## src/rtl/cfgsg_pkg.sv

```systemverilog
package cfgsg_pkg;

    // key geometry: one 256-bit user key, loaded as eight 32-bit words
    localparam int KEY_BITS  = 256;
    localparam int KEY_WORDS = 8;
    localparam int WORD_BITS = 32;

    // apb map
    localparam int          ADDR_W   = 12;
    localparam logic [11:0] CTRL_OFS = 12'h000;
    localparam logic [11:0] STAT_OFS = 12'h004;

    // control register fields
    localparam int   CTRL_TAMPER_BIT = 0;
    localparam int   CTRL_KEYSEL_BIT = 1;
    localparam logic KEYSEL_RESET    = 1'b0;

    // status register fields
    localparam int ST_SECURE_BIT = 0;
    localparam int ST_TAMPER_BIT = 1;
    localparam int ST_VKEY_BIT   = 2;
    localparam int ST_NVKEY_BIT  = 3;
    localparam int ST_ACC_BIT    = 4;
    localparam int ST_REJ_BIT    = 5;
    localparam int ST_USER_BIT   = 6;
    localparam int ST_KEYSEL_BIT = 7;

    // configuration-clock to data-word ratio reported to the source
    localparam logic [2:0] RATIO_PLAIN = 3'h1;
    localparam logic [2:0] RATIO_FAST  = 3'h4;

    // configuration schemes
    typedef enum logic [1:0] {
        SCH_JTAG          = 2'h0,
        SCH_PASSIVE       = 2'h1,
        SCH_ACTIVE        = 2'h2,
        SCH_FAST_PARALLEL = 2'h3
    } cfgsg_scheme_t;

    // decoded instruction codes handed over by the tap controller
    typedef enum logic [3:0] {
        INS_SAMPLE        = 4'h0,
        INS_EXTEST        = 4'h1,
        INS_IDCODE        = 4'h2,
        INS_ERR_DETECT    = 4'h3,
        INS_USERCODE      = 4'h4,
        INS_HIGHZ         = 4'h5,
        INS_CLAMP         = 4'h6,
        INS_RECONFIG      = 4'h7,
        INS_CONFIG_IO     = 4'h8,
        INS_LOCK          = 4'h9,
        INS_UNLOCK        = 4'hA,
        INS_CLEAR_VOL_KEY = 4'hB,
        INS_KEY_CHECK     = 4'hC,
        INS_BYPASS        = 4'hF
    } cfgsg_instr_t;

endpackage

```

## src/rtl/cfgsg_ir_filter.sv

```systemverilog
`timescale 1ns/1ps
`default_nettype none

// issues each loaded instruction, replaced by bypass when not permitted
module cfgsg_ir_filter
    import cfgsg_pkg::*;
(
    input  wire logic       clk_sys,    // system clock
    input  wire logic       resetn,     // sync reset, active low
    input  wire logic [3:0] ir_code,    // instruction from tap
    input  wire logic       ir_update,  // instruction loaded, pulse
    input  wire logic       secure,     // secure state active
    output logic      [3:0] exec_code,  // instruction to execute
    output logic            exec_pulse  // execute strobe
);

    // the small set still usable while secure, plus lock and unlock
    function automatic logic allowed_in_secure(input logic [3:0] c);
        return (c == INS_SAMPLE) || (c == INS_BYPASS) ||
               (c == INS_EXTEST) || (c == INS_IDCODE) ||
               (c == INS_ERR_DETECT) || (c == INS_LOCK) ||
               (c == INS_UNLOCK);
    endfunction

    wire blocked = secure && !allowed_in_secure(ir_code);

    // blocked codes become bypass so nothing else changes
    always_ff @(posedge clk_sys)
    begin
        if (!resetn)
        begin
            exec_code  <= INS_BYPASS;
            exec_pulse <= 1'b0;
        end
        else
        begin
            exec_pulse <= ir_update;
            if (ir_update)
                exec_code <= blocked ? INS_BYPASS : ir_code;
        end
    end
endmodule // cfgsg_ir_filter

`default_nettype wire

```

## src/rtl/cfgsg_gate.sv

```systemverilog
`timescale 1ns/1ps
`default_nettype none

module cfgsg_gate
    import cfgsg_pkg::*;
(
    input  wire logic                clk_sys,           // 10 MHz clock
    input  wire logic                resetn,            // sync, active low
    input  wire logic [ADDR_W-1:0]   paddr,             // apb address
    input  wire logic                psel,              // apb select
    input  wire logic                penable,           // apb enable
    input  wire logic                pwrite,            // apb direction
    input  wire logic [31:0]         pwdata,            // apb write data
    output logic      [31:0]         prdata,            // apb read data
    output logic                     pready,            // apb ready
    output logic                     pslverr,           // apb error
    input  wire logic                tamper_fuse,       // fuse already blown
    output logic                     tamper_burn,       // blow tamper fuse
    input  wire logic                user_mode,         // device in user mode
    input  wire logic                config_status_n,   // status pin level
    input  wire logic [3:0]          jtag_ir,           // decoded instruction
    input  wire logic                jtag_ir_update,    // instruction loaded
    input  wire logic                key_wr_valid,      // key word strobe
    input  wire logic [2:0]          key_wr_idx,        // key word index
    input  wire logic [WORD_BITS-1:0] key_wr_data,      // key word
    output logic      [3:0]          exec_instr,        // executed instruction
    output logic                     exec_valid,        // execute strobe
    output logic                     key_check_valid,   // check answer strobe
    output logic                     key_check_cleared, // volatile key empty
    input  wire logic                img_start,         // image header seen
    input  wire logic [1:0]          img_scheme,        // scheme of image
    input  wire logic                img_encrypted,     // image encrypted
    input  wire logic                img_compressed,    // image compressed
    output logic                     img_accept,        // image accepted
    output logic                     img_reject,        // image refused
    output logic                     decrypt_en,        // decryptor on
    output logic                     decomp_en,         // decompressor on
    output logic                     decrypt_first,     // decomp fed by aes
    output logic      [2:0]          clk_ratio,         // clock per word
    output logic                     test_mode_en,      // test access allowed
    output logic      [KEY_BITS-1:0] aes_key            // key to aes core
);

    logic                locked;
    logic                tamper_set;
    logic                keysel_nv;
    logic                last_acc;
    logic                last_rej;
    logic [KEY_BITS-1:0] v_key;
    logic [KEY_BITS-1:0] nv_key;
    logic [KEY_WORDS-1:0] v_mask;
    logic [KEY_WORDS-1:0] nv_mask;

    // verdict on an image header; used by the gate and its checks
    function automatic logic image_ok(input logic [1:0] sch,
                                      input logic enc, input logic tamp,
                                      input logic key);
        if (sch == SCH_JTAG)
            return !enc && !tamp;
        else if (enc)
            return key;
        else
            return !tamp;
    endfunction

    // security state, decoded
    wire tamper_eff  = tamper_fuse | tamper_set;
    wire jtag_secure = tamper_eff & locked;
    wire v_present   = &v_mask;
    wire nv_present  = &nv_mask;
    wire key_present = keysel_nv ? nv_present : v_present;
    wire verdict     = image_ok(img_scheme, img_encrypted, tamper_eff,
                                key_present);

    // instruction decode
    wire is_lock   = exec_valid && exec_instr == INS_LOCK;
    wire is_unlock = exec_valid && exec_instr == INS_UNLOCK;
    wire is_clear  = exec_valid && exec_instr == INS_CLEAR_VOL_KEY;
    wire is_check  = exec_valid && exec_instr == INS_KEY_CHECK;

    // key writes wait for the status pin and stop once tamper is set
    wire       key_wr_ok = key_wr_valid && config_status_n &&
                           !tamper_eff;
    wire       v_wr      = key_wr_ok && !keysel_nv;
    wire       nv_wr     = key_wr_ok && keysel_nv && !nv_mask[key_wr_idx];
    wire [7:0] key_base  = {key_wr_idx, 5'h00};

    // apb decode; neither key is mapped, so it cannot be read back
    wire apb_setup = psel && !penable;
    wire apb_wr    = psel && penable && pwrite;
    wire hit_ctrl  = paddr == CTRL_OFS;
    wire hit_stat  = paddr == STAT_OFS;
    wire [31:0] ctrl_word = {30'h0, keysel_nv, tamper_eff};
    wire [31:0] stat_word = {24'h0, keysel_nv, user_mode, last_rej,
                             last_acc, nv_present, v_present,
                             tamper_eff, jtag_secure};

    assign pready      = 1'b1;
    assign pslverr     = psel && penable && !(hit_ctrl || hit_stat);
    assign tamper_burn = tamper_set;

    cfgsg_ir_filter u_filter (
        .clk_sys    (clk_sys),
        .resetn     (resetn),
        .ir_code    (jtag_ir),
        .ir_update  (jtag_ir_update),
        .secure     (jtag_secure),
        .exec_code  (exec_instr),
        .exec_pulse (exec_valid)
    );

    // lock starts set, so a blown fuse means secure straight out of reset
    always_ff @(posedge clk_sys)
    begin
        if (!resetn)
            locked <= 1'b1;
        else if (user_mode && is_unlock)
            locked <= 1'b0;
        else if (user_mode && is_lock)
            locked <= 1'b1;
    end

    // control register; tamper only ever sets, there is no clear path
    always_ff @(posedge clk_sys)
    begin
        if (!resetn)
        begin
            tamper_set <= 1'b0;
            keysel_nv  <= KEYSEL_RESET;
        end
        else if (apb_wr && hit_ctrl)
        begin
            if (pwdata[CTRL_TAMPER_BIT])
                tamper_set <= 1'b1;
            if (!tamper_eff)
                keysel_nv <= pwdata[CTRL_KEYSEL_BIT];
        end
    end

    // read data is captured in the setup cycle for a zero-wait answer
    always_ff @(posedge clk_sys)
    begin
        if (!resetn)
            prdata <= 32'h0000_0000;
        else if (apb_setup)
            prdata <= hit_ctrl ? ctrl_word :
                      hit_stat ? stat_word : 32'h0000_0000;
    end

    // volatile key: rewritable, all eight words erased together in one cycle on clear
    always_ff @(posedge clk_sys)
    begin
        if (!resetn)
        begin
            v_key  <= '0;
            v_mask <= '0;
        end
        else if (is_clear)
        begin
            v_key  <= '0;
            v_mask <= '0;
        end
        else if (v_wr)
        begin
            v_key[key_base +: WORD_BITS] <= key_wr_data;
            v_mask[key_wr_idx]           <= 1'b1;
        end
    end

    // non-volatile key: each word may be written once only
    always_ff @(posedge clk_sys)
    begin
        if (!resetn)
        begin
            nv_key  <= '0;
            nv_mask <= '0;
        end
        else if (nv_wr)
        begin
            nv_key[key_base +: WORD_BITS] <= key_wr_data;
            nv_mask[key_wr_idx]           <= 1'b1;
        end
    end

    // key-check answer, the key fed to the decryptor and the test-mode enable
    always_ff @(posedge clk_sys)
    begin
        if (!resetn)
        begin
            key_check_valid   <= 1'b0;
            key_check_cleared <= 1'b0;
            aes_key           <= '0;
            test_mode_en      <= 1'b0;
        end
        else
        begin
            key_check_valid   <= is_check;
            key_check_cleared <= v_mask == '0;
            aes_key           <= keysel_nv ? nv_key : v_key;
            test_mode_en      <= !tamper_eff;
        end
    end

    // image gate: one-cycle accept/reject pulse, status verdict held until the next header
    always_ff @(posedge clk_sys)
    begin
        if (!resetn)
        begin
            img_accept    <= 1'b0;
            img_reject    <= 1'b0;
            last_acc      <= 1'b0;
            last_rej      <= 1'b0;
            decrypt_en    <= 1'b0;
            decomp_en     <= 1'b0;
            decrypt_first <= 1'b0;
            clk_ratio     <= RATIO_PLAIN;
        end
        else
        begin
            img_accept <= img_start && verdict;
            img_reject <= img_start && !verdict;
            if (img_start)
            begin
                last_acc      <= verdict;
                last_rej      <= !verdict;
                decrypt_en    <= verdict && img_encrypted;
                decomp_en     <= verdict && img_compressed;
                decrypt_first <= verdict && img_encrypted &&
                                 img_compressed;
                clk_ratio     <= (img_scheme == SCH_FAST_PARALLEL &&
                                  (img_encrypted || img_compressed)) ?
                                 RATIO_FAST : RATIO_PLAIN;
            end
        end
    end
endmodule // cfgsg_gate

`default_nettype wire

```

## config.mk

```make
export PLATFORM = sky130hd
export DESIGN_NAME = cfgsg_gate
export DESIGN_NICKNAME = d
export VERILOG_FILES = /design/src/rtl/cfgsg_pkg.sv /design/src/rtl/cfgsg_ir_filter.sv /design/src/rtl/cfgsg_gate.sv
export SDC_FILE = /design/constraint.sdc
export NUM_CORES = 2
export LEC_CHECK = 0
export CORE_ASPECT_RATIO = 0.9
export CORE_MARGIN = 10
export CORE_UTILIZATION = 55
export CTS_BUF_LIST = sky130_fd_sc_hd__clkbuf_8 sky130_fd_sc_hd__clkbuf_16
export CTS_CLUSTER_DIAMETER = 80
export DETAILED_ROUTE_END_ITERATION = 8
export DONT_BUFFER_PORTS = 1
export GPL_TIMING_DRIVEN = 1
export PLACE_DENSITY = 0.69
export SKIP_LAST_GASP = 1
export SLEW_MARGIN = 20
export SYNTH_ARGS = -nofsm -noshare
export SYNTH_HDL_FRONTEND = slang
export SYNTH_SLANG_ARGS = --single-unit
```

## constraint.sdc

```tcl
create_clock -name clk_sys -period 4.3 [get_ports clk_sys]
set_input_delay 0.86 -clock clk_sys [delete_from_list [all_inputs] [get_ports clk_sys]]
set_output_delay 0.86 -clock clk_sys [all_outputs]
set_load 0.05 [all_outputs]
```

### Word-level counts from Yosys, hierarchy flattened

Cells that the tools add are included.

| storage, ports and cells | value |
|---|---|
| register bits after elaboration | 837 |
| bits of input ports | 98 |
| output and inout bits | 307 |

| cells by class | value |
|---|---|
| $add $sub $neg | 1 |
| $lt $le $gt $ge | 2 |
| equal/unequal tests | 12 |
| shift operators | 2 |
| multiplexer cells | 16 |
| bitwise operators | 6 |
| reduce and logical (&&, ||, !) cells | 51 |

Operators with widths:

| kind | count |
|---|---|
| $bwmux 256 | 2 |
| $mux 256 | 1 |
| $shift 32x10->256 const A | 1 |
| $shiftx 32x10->256 | 1 |
| $eq 4x4->1 const B | 7 |
| $logic_and 1x1->1 | 25 |
| $mux 8 | 2 |
| $or 8x8->8 | 2 |
| $reduce_and 8->1 | 2 |
| $eq 12x3->1 const B | 1 |
| $logic_not 12->1 | 1 |
| $neg 8->10 | 1 |
| $eq 4x2->1 const B | 2 |
| $logic_not 1->1 | 8 |
| $logic_not 8->1 | 1 |
| $logic_or 1x1->1 | 8 |
| $mux 1 | 7 |
| $eq 4x1->1 const B | 1 |
| $logic_not 4->1 | 1 |
| $lt 3x4->1 const B | 1 |
| $mux 4 | 1 |
| $reduce_and 2->1 | 2 |
| $bmux 1 s3 | 1 |
| $demux 1 s3 | 1 |
| 9 further kinds | 10 |

### Depth between registers and ports, before layout

| depth | value |
|---|---|
| depth after elaboration | 10 |
| depth in mapped cells | 11 |
| mapped depth without buffers | 7 |

### Hierarchy

Synthesis repeated with hierarchy kept, for this count alone.

| second synthesis, totals | value |
|---|---|
| cell total of the unflattened synthesis | 3106 |
| area, all modules | 29682.2 sq um |

Modules (own cells, without submodules):

| module | instances | cells an instance | area an instance (sq um) | sequential area each (sq um) |
|---|---|---|---|---|
| cfgsg_gate | 1 | 3080 | 29447.0 | 16155.5 |
| cfgsg_ir_filter | 1 | 26 | 235.2 | 100.1 |

### Least setup slack after synthesis

Ideal clock, no wire load.

| timing | value |
|---|---|
| path kind | in2reg |
| start | in key_wr_idx[1] |
| end | reg v_key[130] |
| arrival | 3.113 ns |
| path slack | 1.055 ns |
| stages on the path | 11 |
| cells stage by stage | buf_2 inv_1 ha_1 ha_1 or3b_1 buf_2 or4_1 clkbuf_1 clkbuf_1 nand2_1 a21oi_1 |

| between the ends | value |
|---|---|
| longest elaborated chain between the ends | 3 |
| elaborated cells between the ends (all ways) | 4 |
| classes of those cells | add/sub: 1; shift: 2; mux: 1 |

Ends and longest elaborated chain:

| item | line | text |
|---|---|---|
| start: declaration | cfgsg_gate.sv:24 | `input wire logic [2:0] key_wr_idx,` |
| $neg 8->10 * | cfgsg_gate.sv:165 | `v_key[key_base +: WORD_BITS] <= key_wr_data;` |
| $shiftx 32x10->256 or $shift 32x10->256 (tied branches) | cfgsg_gate.sv:165 |  |
| $bwmux 256 * | cfgsg_gate.sv:165 |  |
| end signal: indexed assignment | cfgsg_gate.sv:165 |  |
| end: declaration | cfgsg_gate.sv:49 | `logic [KEY_BITS-1:0] v_key;` |

Mark *: on every way between the ends. The rest lies on a longest branch, timed or not.
A chain may end at the register's enable or synchronous reset.

### Worst setup path in the final report

| timing | value |
|---|---|
| start | reg tamper_set (netlist: tamper_burn) |
| end | reg nv_key[69] |

| between the ends | value |
|---|---|
| longest elaborated chain between the ends | 5 |

Ends and longest elaborated chain:

| item | line | text |
|---|---|---|
| start: declaration | cfgsg_gate.sv:45 | `logic tamper_set;` |
| start signal: assignment | cfgsg_gate.sv:128 | `tamper_set <= 1'b0;` |
| start signal: assignment | cfgsg_gate.sv:134 | `tamper_set <= 1'b1;` |
| $or 1x1->1 | cfgsg_gate.sv:67 | `wire tamper_eff = tamper_fuse \| tamper_set;` |
| $logic_not 1->1 | cfgsg_gate.sv:83 | `!tamper_eff;` |
| $logic_and 1x1->1 | cfgsg_gate.sv:82 | `wire key_wr_ok = key_wr_valid && config_status_n &&` |
| $logic_and 1x1->1 (2 in series) | cfgsg_gate.sv:85 | `wire nv_wr = key_wr_ok && keysel_nv && !nv_mask[key_wr_idx];` |
| end signal: indexed assignment | cfgsg_gate.sv:180 | `nv_key[key_base +: WORD_BITS] <= key_wr_data;` |
| end: declaration | cfgsg_gate.sv:50 | `logic [KEY_BITS-1:0] nv_key;` |

No other way between the ends.

==> flow_summary.yaml <==
status:
  status: "finished, final reports clean"
cts:
  postCtsHoldBufs: 0
  cts_sinks: 812
  post-cts-setup-buffer-count: 0
  cts_root_buf: "clkbuf_16"
  clk_pin_slew_ps: 60
  cts_tree: "done"
  worstSkewPairLatency_ps: 620
  clockBufferDepth: 3
  cts_buffers: 80
  cts_resized: 0
  htreeDepth: 3
min_path:
  hold_start: "img_start"
  min_path_type: "primary input to flop"
setup_path:
  worst-path-max-fanout: 22
  endpoint_kind: "flop"
  r2r_start: "tamper_burn$_SDFFE_PN0P_"
  path_class: "flop to flop"
  setup.worst_path.start_class: "flop"
  required_ps: 4770
  startpoint: "tamper_burn$_SDFFE_PN0P_"
  cp.arrival_ps: 3710
finish:
  area_delta_synth_final_pct: 9.65
  final_cell_area_mm2: 0.0321
  fillers: 4383
  regArea_mm2: 0.0163
  drive_gt1_share_pct: 6.25
  layout.nets: 3034
  multi_input_area_mm2: 0.0119
power_and_ir_drop:
  peakVddDrop_v: 0.000400
  power_leakage_nw: 10.8
  power_density_mw_per_mm2: 467
  finalPower_mw: 15.0
synth:
  async_flop_share_pct: 0
  syn_inst: 3078
  synth_edf_count: 0
  synth_area_mm2: 0.0293
  synth_seq_cells: 812
  avgSynthCellArea_um2: 9.51
  synth_seq_area_share_pct: 55.5
  ys.flop_type: "dfxtp_1"
  yosys_warnings: 0
  netlist-cell-type-count: 50
detailed_routing:
  vias_per_cell: 5.67
  routed_wl_um: 82000
  drt_iter0_drc: 1881
  drc: 0
  num_vias: 20928
  drtPass1Iterations: 6
  ant_nets: 0
  routedWlPerCell_um: 22.2
floorplanning:
  die_x_um: 263
  die_y_um: 239
  initial_core_util_pct: 55.4
  row_count: 80
  num_io_pins: 405
  core_mm2: 0.0529
  die_area_mm2: 0.0629
place:
  place.port_buffers: 0
  placed_area_mm2: 0.0294
  place_ws_ps: 614
  post-dp-hpwl_um: 52000
  routabilityCongestion: 0.829
global_routing:
  antenna_found_initial: 2
  overflow: 0
  grt_max_degree: 580
  grt_pass1_vias: 20223
  grt_usage_pct: 24.8
  grt_pass1_wl_um: 123000
timing:
  report.final.slew_viol_count: 0
  period_share_pct: 75.4
  slew_headroom_pct: 24.4
  worst_slew_pin_slew_ps: 1130
  hold_violations: 0
  hold_ws_ps: 351
  fmax_ghz: 0.309
  setup_violations: 0
  final.setup.worst_slack_ps: 1060
  setup_tns_ps: 0
  rsz0062_at_grt: "no"
  skew_ps: 21.3
  finalCriticalPeriod_ps: 3240
job:
  cap_violations: 0
## flip-flops by register name, indices dropped and copies added, names as in the netlist, 2 cells and up
| name | count |
|---|---|
| prdata | 8 |
| nv_key | 256 |
| aes_key | 256 |
| u_filter.exec_code | 4 |
| v_key | 256 |
| v_mask | 8 |
| nv_mask | 8 |
| clk_ratio | 2 |
## cells by family (layout without fill, tap and decap cells)
| family | after synthesis | count (layout) | share of synthesized area (%) |
|---|---|---|---|
| AOI/OAI and AO/OA | 404 | 404 | 7.26 |
| DFF | 812 | 812 | 55.5 |
| and+or+nand+nor | 1142 | 1142 | 18.3 |
| adders and majority gates | 2 | 2 | 0.0854 |
| other | 2 | 27 | 0.0256 |
| buffers and inverters | 297 | 186 | 4.49 |
| muxes | 419 | 419 | 14.4 |
## routing by layer
layer | global-route usage (%) | wire (um) | vias to the layer above
li1 | - | - | 9862
met5 | 0 | 0 | -
met1 | 32.8 | 35900 | 10171
met3 | 5.99 | 6270 | 109
met2 | 39.8 | 38200 | 786
met4 | 7.27 | 1670 | 0
## metrics by stage
step                      cells  util (%)
after floorplan            3102         -
after global placement     3549      55.7
after detailed placement   3549      55.7
after CTS                  3688      60.8
after global routing       3688      60.8
final                      3689      60.8
## layout make-up
type | instances | area share, %
Sequential cell | 812 | 50.6
Antenna cell | 1 | 0.00779
Multi-Input combinational cell | 1993 | 37.1
Timing Repair Buffer | 38 | 1.16
Clock inverter | 38 | 1.05
Clock buffer | 101 | 7.24
Inverter | 9 | 0.105
Tap cell | 697 | 2.72
## synth_stat cells, types with 3 or more instances
| master | number | area, um^2 |
|---|---|---|
| nor4_2 | 6 | 75.1 |
| buf_1 | 38 | 143 |
| buf_4 | 29 | 218 |
| inv_1 | 9 | 33.8 |
| nand2_1 | 621 | 2330 |
| o21ai_1 | 21 | 105 |
| mux2i_1 | 417 | 4170 |
| buf_2 | 36 | 180 |
| o21ai_0 | 115 | 576 |
| a22o_1 | 6 | 52.6 |
| nor4_1 | 9 | 56.3 |
| nand2b_1 | 4 | 25.0 |
| nand3_1 | 138 | 691 |
| o21a_1 | 7 | 52.6 |
| or4_1 | 8 | 60.1 |
| clkbuf_1 | 179 | 672 |
| nor2_1 | 53 | 199 |
| nand4_1 | 7 | 43.8 |
| a21oi_1 | 234 | 1170 |
| dfxtp_1 | 812 | 16300 |
| nor3_1 | 10 | 50.1 |
| and2_1 | 3 | 18.8 |
| nor2b_1 | 261 | 1630 |
| nor3b_1 | 3 | 22.5 |
| buf_6 | 6 | 67.6 |
| or3_1 | 6 | 37.5 |
| nand3b_1 | 3 | 22.5 |
| a31oi_1 | 8 | 50.1 |
## power by group
part	switching [mW]	internal [mW]
combinational	0.252	0.0917
clock	2.87	4.16
sequential	0.0682	7.55
total	3.19	11.8
## worst max-delay path, stage by stage (launching register included)
cell	delay [ps]
dfxtp_1	570
nand2b_1	540
a311o_1	540
or4_2	830
buf_4	400
mux2i_1	180
## layout by cell type (no fill, tap or decap), types with 3 or more instances in the layout
| cell | instances |
|---|---|
| o21ai_0 | 115 |
| a31oi_1 | 8 |
| a22o_1 | 6 |
| nand4_1 | 7 |
| nor3b_1 | 3 |
| buf_4 | 31 |
| nand2_1 | 620 |
| conb_1 | 26 |
| nor3_1 | 6 |
| nand3_1 | 138 |
| clkbuf_16 | 83 |
| o21ai_1 | 21 |
| inv_6 | 3 |
| nor4_4 | 6 |
| nand3b_1 | 3 |
| nor3_2 | 5 |
| o21a_1 | 7 |
| or3_1 | 6 |
| nor2_1 | 53 |
| clkinv_2 | 14 |
| and2_1 | 3 |
| inv_1 | 23 |
| bufinv_16 | 6 |
| mux2i_1 | 417 |
| nor4_1 | 9 |
| or4_2 | 6 |
| dfxtp_1 | 811 |
| a21oi_1 | 234 |
| nand2b_1 | 4 |
| buf_12 | 7 |
| clkbuf_8 | 18 |
| nor2b_1 | 261 |
## path summary, 6_finish.rpt
path	end	slack [ps]	cells after the start
max reg2reg	nv_key[69]$_SDFFE_PN0P_	1060	5
min	last_acc$_SDFFE_PN0P_	350	1
min reg2reg	v_key[176]$_SDFFE_PP0P_	450	2
max	nv_key[69]$_SDFFE_PN0P_	1060	5
No activity file was read; power rests on OpenSTA's default activity.
